<file path="src/sevsel_pkg.sv">
//----------------------------------------------------------------------
// Purpose : Constants for the stall and event selector of the core's
//           performance counter.
// Assumes : Event number and unit mask are eight bits each.
// Notes   : Behaviour list follows.
//----------------------------------------------------------------------
// Behaviour
// RL1 - Event DCH mask 04H counts every cycle with loads at their limit, until a load retires.
// RL2 - The same selection counts every cycle with stores at their limit, until a store commits its data.
// RL3 - The same selection counts every cycle in which an instruction waits for all older stores to commit.
// RL4 - Event DCH mask 08H counts every cycle stalled by a floating-point control word write.
// RL5 - Mask 10H counts cycles from a detected misprediction until that branch and all older micro-ops retire.
// RL6 - Mask 1FH counts once per cycle in which any of the five stall conditions is active.
// RL7 - Event DCH mask 01H counts every cycle in which the retire buffer is full.
// RL8 - Event DCH mask 02H counts every cycle in which the issue queue is full.
// RL9 - Event E0H mask 00H counts once per decoded branch instruction.
// RL10 - Event E4H counts once per byte sequence wrongly taken for a taken branch.
// RL11 - Every false taken branch also raises a front-end resteer, counted under both selections.
// RL12 - Event E6H counts once per front-end resteer.
// RL13 - Event F0H counts once per upward prefetch sent to the second-level cache.
// RL14 - Event F8H counts once per downward prefetch sent to the second-level cache.
// RL15 - A prefetch once sent is never cancelled, so it is counted as soon as it is sent.
// RL16 - The counter advances by at most one per cycle and only while event and mask match.
// RL17 - An unlisted event and mask pair leaves the counter unchanged.
package sevsel_pkg;

  //--------------------------------------------------------------------
  // Selection codes
  //--------------------------------------------------------------------
  localparam logic [7:0] SEVSEL_EVT_STALL   = 8'hDC;
  localparam logic [7:0] SEVSEL_EVT_BR_DEC  = 8'hE0;
  localparam logic [7:0] SEVSEL_EVT_FALSE   = 8'hE4;
  localparam logic [7:0] SEVSEL_EVT_RESTEER = 8'hE6;
  localparam logic [7:0] SEVSEL_EVT_PF_UP   = 8'hF0;
  localparam logic [7:0] SEVSEL_EVT_PF_DN   = 8'hF8;

  localparam logic [7:0] SEVSEL_UM_NONE     = 8'h00;
  localparam logic [7:0] SEVSEL_UM_RETIRE   = 8'h01;
  localparam logic [7:0] SEVSEL_UM_ISSUE    = 8'h02;
  localparam logic [7:0] SEVSEL_UM_LDST     = 8'h04;
  localparam logic [7:0] SEVSEL_UM_FPCW     = 8'h08;
  localparam logic [7:0] SEVSEL_UM_MISS     = 8'h10;
  localparam logic [7:0] SEVSEL_UM_ANY      = 8'h1F;

  //--------------------------------------------------------------------
  // Counter shape and reset values
  //--------------------------------------------------------------------
  localparam int          SEVSEL_CNT_W      = 40;
  localparam logic [39:0] SEVSEL_CNT_RST    = 40'h00_0000_0000;
  localparam logic [39:0] SEVSEL_CNT_ONE    = 40'h00_0000_0001;
  localparam int          SEVSEL_NUM_TRK    = 3;
  localparam int          SEVSEL_TRK_LOAD   = 0;
  localparam int          SEVSEL_TRK_STORE  = 1;
  localparam int          SEVSEL_TRK_MISS   = 2;

endpackage

</file>
<file path="src/sevsel_tracker.sv">
//----------------------------------------------------------------------
// Purpose : Holds one stall condition from its start pulse to its end pulse.
// Assumes : Start and end come from logic on the same clock.
// Notes   : A start in the cycle of an end keeps the condition set.
//----------------------------------------------------------------------
`timescale 1ns/100ps
`default_nettype none
module sevsel_tracker
  import sevsel_pkg::*;
(
  // Clock and reset
  input  wire logic clock,
  input  wire logic rst,
  // Condition edges
  input  wire logic start,
  input  wire logic finish,
  // Condition level
  output logic      active
);

  logic active_r;
  logic active_nxt;

  // A fresh start wins over an end so that no stall is lost.
  always_comb begin
    active_nxt = active_r;
    if (finish) begin
      active_nxt = 1'b0;
    end
    if (start) begin
      active_nxt = 1'b1;
    end
  end

  // Register the held condition.
  always_ff @(posedge clock) begin
    if (rst) begin
      active_r <= 1'b0;
    end else begin
      active_r <= active_nxt;
    end
  end

  assign active = active_r;

  a_start_sets_active: assert property (@(posedge clock) disable iff (rst) // RL1
    start |=> active_r)
    else $error("Tracker did not set after a start.");

  a_end_clears_active: assert property (@(posedge clock) disable iff (rst) // RL2
    (finish && !start) |=> !active_r)
    else $error("Tracker did not clear after an end.");

endmodule
`default_nettype wire

</file>
<file path="src/sevsel_top.sv">
//----------------------------------------------------------------------
// Purpose : Picks one pipeline condition by event number and unit mask
//           and accumulates it in a free counter.
// Assumes : All event inputs come from core logic on the same clock.
//           Occurrence inputs pulse at most once per cycle.
// Notes   : The counter value is registered; a hit shows one edge later.
//----------------------------------------------------------------------
`timescale 1ns/100ps
`default_nettype none
module sevsel_top
  import sevsel_pkg::*;
(
  // Clock and reset
  input  wire logic                    clock,
  input  wire logic                    rst,
  // Selection and control
  input  wire logic [7:0]              event_sel,
  input  wire logic [7:0]              unit_mask,
  input  wire logic                    count_enable,
  input  wire logic                    count_clear,
  // Stall sources, levels
  input  wire logic                    retire_buffer_full_stall,
  input  wire logic                    issue_queue_full_stall,
  input  wire logic                    store_drain_wait,
  input  wire logic                    fp_control_word_stall,
  // Stall sources, start and end pulses
  input  wire logic                    load_limit_reached,
  input  wire logic                    load_retired,
  input  wire logic                    store_limit_reached,
  input  wire logic                    store_committed,
  input  wire logic                    mispredict_detected,
  input  wire logic                    mispredict_retired,
  // Occurrence sources, pulses
  input  wire logic                    branches_decoded,
  input  wire logic                    false_taken_branch,
  input  wire logic                    frontend_resteer,
  input  wire logic                    upward_prefetch_request,
  input  wire logic                    downward_prefetch_request,
  // Results
  output logic [SEVSEL_CNT_W-1:0]      count_value,
  output logic                         event_hit,
  output logic                         load_store_limit_stall,
  output logic                         mispredict_recovery_stall
);

  //--------------------------------------------------------------------
  // Held stall conditions
  //--------------------------------------------------------------------
  logic [SEVSEL_NUM_TRK-1:0] trk_start;
  logic [SEVSEL_NUM_TRK-1:0] trk_end;
  logic [SEVSEL_NUM_TRK-1:0] trk_active;

  // Start and end pulses for each held condition.
  always_comb begin
    // RL1 load limit edges
    trk_start[SEVSEL_TRK_LOAD]  = load_limit_reached;
    trk_end[SEVSEL_TRK_LOAD]    = load_retired;
    // RL2 store limit edges
    trk_start[SEVSEL_TRK_STORE] = store_limit_reached;
    trk_end[SEVSEL_TRK_STORE]   = store_committed;
    // RL5 mispredict recovery edges
    trk_start[SEVSEL_TRK_MISS]  = mispredict_detected;
    trk_end[SEVSEL_TRK_MISS]    = mispredict_retired;
  end

  // One tracker per held condition.
  genvar gi;
  generate
    for (gi = 0; gi < SEVSEL_NUM_TRK; gi++) begin : g_trk
      sevsel_tracker u_trk (
        .clock  (clock),
        .rst    (rst),
        .start  (trk_start[gi]),
        .finish (trk_end[gi]),
        .active (trk_active[gi])
      );
    end
  endgenerate

  //--------------------------------------------------------------------
  // Stall combination
  //--------------------------------------------------------------------
  logic ldst_stall;
  logic miss_stall;
  logic any_stall;
  logic resteer_any;

  // The load/store class merges both limits and the store drain wait.
  always_comb begin
    // RL3 store drain wait
    ldst_stall  = trk_active[SEVSEL_TRK_LOAD] | trk_active[SEVSEL_TRK_STORE] | store_drain_wait;
    miss_stall  = trk_active[SEVSEL_TRK_MISS];
    // RL6 any stall class
    any_stall   = retire_buffer_full_stall | issue_queue_full_stall | ldst_stall
                | fp_control_word_stall | miss_stall;
    // RL11 false branch resteers
    resteer_any = frontend_resteer | false_taken_branch;
  end

  //--------------------------------------------------------------------
  // Selection decode
  //--------------------------------------------------------------------
  logic hit;

  // Unlisted pairs fall to the default and give no hit.
  always_comb begin
    // RL17 unlisted pairs hold
    hit = 1'b0;
    if (event_sel == SEVSEL_EVT_STALL) begin
      case (unit_mask)
        // RL7 retire buffer full
        SEVSEL_UM_RETIRE: begin
          hit = retire_buffer_full_stall;
        end
        // RL8 issue queue full
        SEVSEL_UM_ISSUE: begin
          hit = issue_queue_full_stall;
        end
        // RL1 load store class
        SEVSEL_UM_LDST: begin
          hit = ldst_stall;
        end
        // RL4 control word stall
        SEVSEL_UM_FPCW: begin
          hit = fp_control_word_stall;
        end
        // RL5 mispredict recovery cycles
        SEVSEL_UM_MISS: begin
          hit = miss_stall;
        end
        // RL6 any stall
        SEVSEL_UM_ANY: begin
          hit = any_stall;
        end
        default: begin
          hit = 1'b0;
        end
      endcase
    end else if (unit_mask == SEVSEL_UM_NONE) begin
      case (event_sel)
        // RL9 decoded branches
        SEVSEL_EVT_BR_DEC: begin
          hit = branches_decoded;
        end
        // RL10 false taken branches
        SEVSEL_EVT_FALSE: begin
          hit = false_taken_branch;
        end
        // RL12 front-end resteers
        SEVSEL_EVT_RESTEER: begin
          hit = resteer_any;
        end
        // RL15 sent prefetch counts
        // RL13 upward prefetches
        SEVSEL_EVT_PF_UP: begin
          hit = upward_prefetch_request;
        end
        // RL14 downward prefetches
        SEVSEL_EVT_PF_DN: begin
          hit = downward_prefetch_request;
        end
        default: begin
          hit = 1'b0;
        end
      endcase
    end
  end

  //--------------------------------------------------------------------
  // Counter
  //--------------------------------------------------------------------
  logic [SEVSEL_CNT_W-1:0] count_r;
  logic [SEVSEL_CNT_W-1:0] count_nxt;
  logic                    hit_r;
  logic                    hit_nxt;

  // Clear beats a hit; the counter wraps silently at its width.
  always_comb begin
    count_nxt = count_r;
    hit_nxt   = hit & count_enable & ~count_clear;
    if (count_clear) begin
      count_nxt = SEVSEL_CNT_RST;
    end else if (hit_nxt) begin
      // RL16 one step per cycle
      count_nxt = count_r + SEVSEL_CNT_ONE;
    end
  end

  // Register the count and the hit flag.
  always_ff @(posedge clock) begin
    if (rst) begin
      count_r <= SEVSEL_CNT_RST;
      hit_r   <= 1'b0;
    end else begin
      count_r <= count_nxt;
      hit_r   <= hit_nxt;
    end
  end

  assign count_value               = count_r;
  assign event_hit                 = hit_r;
  assign load_store_limit_stall    = ldst_stall;
  assign mispredict_recovery_stall = miss_stall;

  //--------------------------------------------------------------------
  // Checks
  //--------------------------------------------------------------------
  a_load_stall_holds: assert property (@(posedge clock) disable iff (rst) // RL1
    (load_limit_reached && !rst) ##1 !load_retired |=> load_store_limit_stall)
    else $error("Load limit stall dropped before a load retired.");

  a_store_stall_holds: assert property (@(posedge clock) disable iff (rst) // RL2
    (store_limit_reached ##1 (!store_committed && !load_retired)) |=> load_store_limit_stall)
    else $error("Store limit stall dropped before a store committed.");

  a_drain_wait_counts: assert property (@(posedge clock) disable iff (rst) // RL3
    (event_sel == SEVSEL_EVT_STALL && unit_mask == SEVSEL_UM_LDST && store_drain_wait
     && count_enable && !count_clear) |=> count_r == $past(count_r) + SEVSEL_CNT_ONE)
    else $error("Store drain wait cycle not counted.");

  a_fpcw_counts: assert property (@(posedge clock) disable iff (rst) // RL4
    (event_sel == SEVSEL_EVT_STALL && unit_mask == SEVSEL_UM_FPCW && count_enable
     && !count_clear) |=> count_r == $past(count_r) + {39'd0, $past(fp_control_word_stall)})
    else $error("Control word stall count wrong.");

  a_miss_window: assert property (@(posedge clock) disable iff (rst) // RL5
    mispredict_detected ##1 !mispredict_retired[*2] |-> mispredict_recovery_stall)
    else $error("Mispredict recovery ended before retirement.");

  a_any_stall_once: assert property (@(posedge clock) disable iff (rst) // RL6
    (event_sel == SEVSEL_EVT_STALL && unit_mask == SEVSEL_UM_ANY && count_enable && !count_clear
     && retire_buffer_full_stall && fp_control_word_stall) |=> count_r == $past(count_r) + SEVSEL_CNT_ONE)
    else $error("Any-stall did not count exactly once.");

  a_resteer_both: assert property (@(posedge clock) disable iff (rst) // RL11
    (event_sel == SEVSEL_EVT_RESTEER && unit_mask == SEVSEL_UM_NONE && false_taken_branch
     && count_enable && !count_clear) |=> event_hit)
    else $error("False branch not counted as resteer.");

  a_prefetch_counts: assert property (@(posedge clock) disable iff (rst) // RL15
    (event_sel == SEVSEL_EVT_PF_UP && unit_mask == SEVSEL_UM_NONE && upward_prefetch_request
     && count_enable && !count_clear) |=> count_r == $past(count_r) + SEVSEL_CNT_ONE)
    else $error("Sent prefetch not counted.");

  a_step_at_most_one: assert property (@(posedge clock) disable iff (rst) // RL16
    !$past(count_clear) |-> (count_r == $past(count_r) || count_r == $past(count_r) + SEVSEL_CNT_ONE))
    else $error("Counter moved by more than one.");

  a_unlisted_holds: assert property (@(posedge clock) disable iff (rst) // RL17
    (event_sel == 8'hD5 && !count_clear) |=> $stable(count_r) && !event_hit)
    else $error("Unlisted selection changed the counter.");

  a_clear_zeroes: assert property (@(posedge clock) disable iff (rst) // RL16
    count_clear
    |=> (count_r == SEVSEL_CNT_RST) && !event_hit)
    else $error("Clear did not zero the counter.");

  a_disabled_holds: assert property (@(posedge clock) disable iff (rst) // RL16
    (!count_enable && !count_clear)
    |=> $stable(count_r) && !event_hit)
    else $error("Disabled counter moved.");

  a_hit_marks_step: assert property (@(posedge clock) disable iff (rst) // RL16
    event_hit
    |-> count_r == $past(count_r) + SEVSEL_CNT_ONE)
    else $error("Hit flag without a counter step.");

  a_retire_full_counts: assert property (@(posedge clock) disable iff (rst) // RL7
    (event_sel == SEVSEL_EVT_STALL && unit_mask == SEVSEL_UM_RETIRE && retire_buffer_full_stall
     && count_enable && !count_clear) |=> count_r == $past(count_r) + SEVSEL_CNT_ONE)
    else $error("Retire buffer full cycle not counted.");

  a_issue_full_counts: assert property (@(posedge clock) disable iff (rst) // RL8
    (event_sel == SEVSEL_EVT_STALL && unit_mask == SEVSEL_UM_ISSUE && issue_queue_full_stall
     && count_enable && !count_clear) |=> count_r == $past(count_r) + SEVSEL_CNT_ONE)
    else $error("Issue queue full cycle not counted.");

  a_miss_counts: assert property (@(posedge clock) disable iff (rst) // RL5
    (event_sel == SEVSEL_EVT_STALL && unit_mask == SEVSEL_UM_MISS && mispredict_recovery_stall
     && count_enable && !count_clear) |=> count_r == $past(count_r) + SEVSEL_CNT_ONE)
    else $error("Mispredict recovery cycle not counted.");

  a_branch_dec_counts: assert property (@(posedge clock) disable iff (rst) // RL9
    (event_sel == SEVSEL_EVT_BR_DEC && unit_mask == SEVSEL_UM_NONE && branches_decoded
     && count_enable && !count_clear) |=> count_r == $past(count_r) + SEVSEL_CNT_ONE)
    else $error("Decoded branch not counted.");

  a_false_br_counts: assert property (@(posedge clock) disable iff (rst) // RL10
    (event_sel == SEVSEL_EVT_FALSE && unit_mask == SEVSEL_UM_NONE && false_taken_branch
     && count_enable && !count_clear) |=> count_r == $past(count_r) + SEVSEL_CNT_ONE)
    else $error("False taken branch not counted.");

  a_resteer_counts: assert property (@(posedge clock) disable iff (rst) // RL12
    (event_sel == SEVSEL_EVT_RESTEER && unit_mask == SEVSEL_UM_NONE && frontend_resteer
     && count_enable && !count_clear) |=> count_r == $past(count_r) + SEVSEL_CNT_ONE)
    else $error("Front-end resteer not counted.");

  a_down_pf_counts: assert property (@(posedge clock) disable iff (rst) // RL14
    (event_sel == SEVSEL_EVT_PF_DN && unit_mask == SEVSEL_UM_NONE && downward_prefetch_request
     && count_enable && !count_clear) |=> count_r == $past(count_r) + SEVSEL_CNT_ONE)
    else $error("Downward prefetch not counted.");

endmodule
`default_nettype wire

</file>
<file path="config.mk">
export PLATFORM = sky130hd
export DESIGN_NAME = sevsel_top
export DESIGN_NICKNAME = d
export VERILOG_FILES = /design/src/sevsel_pkg.sv /design/src/sevsel_tracker.sv /design/src/sevsel_top.sv
export SDC_FILE = /design/constraint.sdc
export NUM_CORES = 1
export LEC_CHECK = 0
export BUFFER_PORTS_ARGS = -buffer_cell sky130_fd_sc_hd__clkbuf_2
export CAP_MARGIN = 20
export CORE_ASPECT_RATIO = 1.25
export CORE_MARGIN = 5
export CORE_UTILIZATION = 43
export CTS_CLUSTER_DIAMETER = 30
export DETAILED_ROUTE_END_ITERATION = 7
export PLACE_DENSITY = 0.69
export SLEW_MARGIN = 10
export SYNTH_ARGS = -nofsm -noshare
export SYNTH_HDL_FRONTEND = slang
export SYNTH_SLANG_ARGS = --single-unit
</file>
<file path="constraint.sdc">
create_clock -name clock -period 3.4 [get_ports clock]
set_input_delay 0.51 -clock clock [delete_from_list [all_inputs] [get_ports clock]]
set_output_delay 0.51 -clock clock [all_outputs]
set_load 0.01 [all_outputs]
</file>
==> impl_summary.txt <==
----------------------------------------------------
[Run status]
  Run status ... finished, final reports clean

[STA]
  Final count of hold timing violations ... 0
  Unrepaired setup endpoints after global routing ... no
  Worst slew slack as a fraction of its limit ... 0.444
  Worst clock skew ... around 0.010 ns
  Final count of negative-setup-slack endpoints ... 0
  Smallest setup slack after layout ... around 0.75 ns
  Maximum achievable frequency ... 378 MHz
  Total count of max-transition violations in the final report ... 0
  Worst hold slack ... around 0.42 ns
  Final min period ... around 2.6 ns
  Setup TNS after final layout ... 0 ns
  Portion of the clock cycle consumed by the worst path in the final layout ... 0.778
  Transition at the pin with the smallest max-transition slack ... 0.833 ns

[Worst setup path]
  Critical path peak fanout ... 57
  CP required ... ~3.6 ns
  Crit path launch type ... input port
  Type of the worst setup path ... in -> reg
  Arrival time worst endpoint ... roughly 2.9 ns
  Worst setup slack for register-to-register paths ... 0.87 ns
  Critical Path End Type ... register

[Detailed routing]
  Drt initial violations ... between 80 and 90
  Detailed Route WL ... ~6 mm
  DRC violations left ... 0
  Vias per cell ... around 5.9
  Mean routed wirelength per cell ... ~14 µm
  Number of iterations in the first detailed-routing pass ... 4
  Number of nets with antenna violations after routing ... 0
  Total number of vias ... around 2500

[Hold path]
  Kind of path behind the tightest hold check ... in -> reg

[Logic synthesis]
  Post-synth EDFFs ... 0
  Warnings, synthesis ... 0
  Mapped cell area ... 0.00232 mm²
  Flip-flop and latch count after synthesis ... 44
  Post-Synthesis Net Count ... around 330
  Leading register cell type out of synthesis ... sky130_fd_sc_hd__dfxtp_1
  Post-synthesis cell type count ... 37
  Mapped Avg Cell Area ... 8.02 µm²
  Share of the yosys chip area belonging to registers ... 0.380
  Syn Inst Count ... approximately 290
  Share of async-settable or async-resettable flops after synthesis ... 0

[Clock network]
  Cell at the root of the clock tree ... sky130_fd_sc_hd__clkbuf_8
  H-tree lvl count ... 2
  Cts hold-fix bufs ... 0
  TritonCTS Sinks ... 44
  Clock tree from TritonCTS ... yes
  CTS max path bufs ... 2
  Clock latency on the worst-skew pair ... 0.29 ns
  Clk slew on worst S/H paths ... ~0.08 ns
  Post-cts gate resize count ... 0
  Number of buffers inserted during clock tree synthesis ... 5
  Number of buffers added for setup after CTS ... 0

[Floorplanning]
  Initial core utilization ... 0.435
  Die outline width ... 75.7 µm
  Vertical extent of the die ... between 90 and 100 µm
  Total Die Area ... roughly 0.0070 mm²
  Row count ... 30
  Core region area ... 0.00533 mm²
  Io pins ... between 70 and 80

[Cells and area]
  Commonest non-fill, non-tap cells in the layout ... 77 x sky130_fd_sc_hd__clkbuf_2, 44 x sky130_fd_sc_hd__a21oi_1, 44 x sky130_fd_sc_hd__dfxtp_1, 22 x sky130_fd_sc_hd__or4_1, 20 x sky130_fd_sc_hd__o31ai_1
  Final core utilization ... 0.539
  Final nets ... slightly below 400
  Commonest non-fill, non-tap cell in the layout ... sky130_fd_sc_hd__clkbuf_2
  Fraction of final layout cells with drive strength greater than 1 ... 0.275
  Relative area change from synthesis to final layout ... 23.9%
  Post-Layout Inst Area ... around 0.0029 mm²
  Number of diodes added for antenna fixing ... 0

[GRT]
  Total congestion overflow after global routing ... 0
  Vias in the first global route ... about 2200
  Total global-route track usage ... 0.177
  First-pass GRT wire length ... 10.1 mm
  Initial antenna violation count ... 0
  Largest net degree at the start of global routing ... a little under 60

[Power]
  Worst VDD drop ... between 150 and 200 µV
  Power density normalized to cell area ... approximately 350 mW/mm²
  Leakage power ... around 0.0010 µW

[Placed design]
  Setup WS pre-CTS ... roughly 0.43 ns
  Routability cong. ... 0.733
  Total cell area at the placement stage ... ~0.0027 mm²
  HPWL after detailed placement ... approximately 4.4 mm
  Port Buffers ... slightly below 80

[Run]
  Count of max-cap constraint violations ... 0

----------------------------------------------------
==> per-stage QoR <==
stage	cells	power, µW
3_5_place_dp	416	582
4_1_cts	424	1020
5_1_grt	424	1040
6_report	424	1010
3_3_place_gp	416	581
2_1_floorplan	289	552
==> flip-flops by register name, summed over array words and instances (netlist names) <==
| name | cells |
|---|---|
| count_value | 40 |
| event_hit | 1 |
| g_trk.u_trk.active | 3 |
==> final cells by class <==
| class | count | area, µm² |
|---|---|---|
| multi-input cells | 220 | 1340 |
| clock buffers | 7 | 96.3 |
| clock inverters | 1 | 30.0 |
| inverters | 6 | 22.5 |
| well taps | 64 | 80.1 |
| repair buffers | 82 | 423 |
| flip-flops and latches | 44 | 881 |
| fillers | 540 | 2460 |
==> worst max-delay path, cell delays in order <==
cell and delay, ns:
sky130_fd_sc_hd__clkbuf_2 0.08, sky130_fd_sc_hd__nor4b_1 0.46, sky130_fd_sc_hd__nand4_1 0.19, sky130_fd_sc_hd__o41a_2 0.81
sky130_fd_sc_hd__buf_4 0.31, sky130_fd_sc_hd__or3_1 0.35, sky130_fd_sc_hd__a21oi_1 0.14
==> logic make-up after synthesis <==
logic type,count (synthesis),share of synthesized area
AOI/OAI and AO/OA,87,0.218
xor gates and xnor gates,1,0.00378
adders and majority gates,1,0.00540
buffers and inverters,25,0.0426
DFF,44,0.380
muxes,1,0.00486
and+or+nand+nor,130,0.345
==> cells in the mapped netlist (2+ instances only) <==
library cell	number	area share
sky130_fd_sc_hd__and4_1	4	0.015
sky130_fd_sc_hd__nor4_1	6	0.016
sky130_fd_sc_hd__nand3b_1	3	0.0097
sky130_fd_sc_hd__or2_2	3	0.0081
sky130_fd_sc_hd__nor2_1	8	0.013
sky130_fd_sc_hd__nand3_1	17	0.037
sky130_fd_sc_hd__clkbuf_1	14	0.023
sky130_fd_sc_hd__nand4_2	2	0.011
sky130_fd_sc_hd__a21oi_1	44	0.095
sky130_fd_sc_hd__buf_2	4	0.0086
sky130_fd_sc_hd__nand2_1	18	0.029
sky130_fd_sc_hd__and2_1	2	0.0054
sky130_fd_sc_hd__or3_1	19	0.051
sky130_fd_sc_hd__dfxtp_1	44	0.38
sky130_fd_sc_hd__o21ai_0	18	0.039
sky130_fd_sc_hd__nor3_1	2	0.0043
sky130_fd_sc_hd__and3_1	3	0.0081
sky130_fd_sc_hd__or4_1	22	0.071
sky130_fd_sc_hd__o31ai_1	20	0.065
sky130_fd_sc_hd__nand4_1	14	0.038
sky130_fd_sc_hd__inv_1	6	0.0097
==> power by group <==
part | total [µW] | switching, µW | internal [µW]
Sequential | 519 | 1.73 | 517
Combinational | 50.1 | 26.8 | 23.3
Clock | 436 | 177 | 259
==> path summary, 6_finish.rpt <==
check | end | startpoint | cells past startpoint
max | count_value[4] | unit_mask[5] | 7
min | g_trk[0].u_trk.active | rst | 2
max reg2reg | count_value[4] | g_trk[1].u_trk.active | 7
min reg2reg | g_trk[0].u_trk.active | g_trk[0].u_trk.active | 2
==> per-layer routing <==
layer,GRT usage,share of wire,vias to the layer above
li1,-,-,1273
met1,0.232,0.42,1146
met2,0.298,0.49,73
met3,0.0340,0.072,4
met4,0.0350,0.0081,0
met5,0,0,-
(Power assumes the default switching activity.)
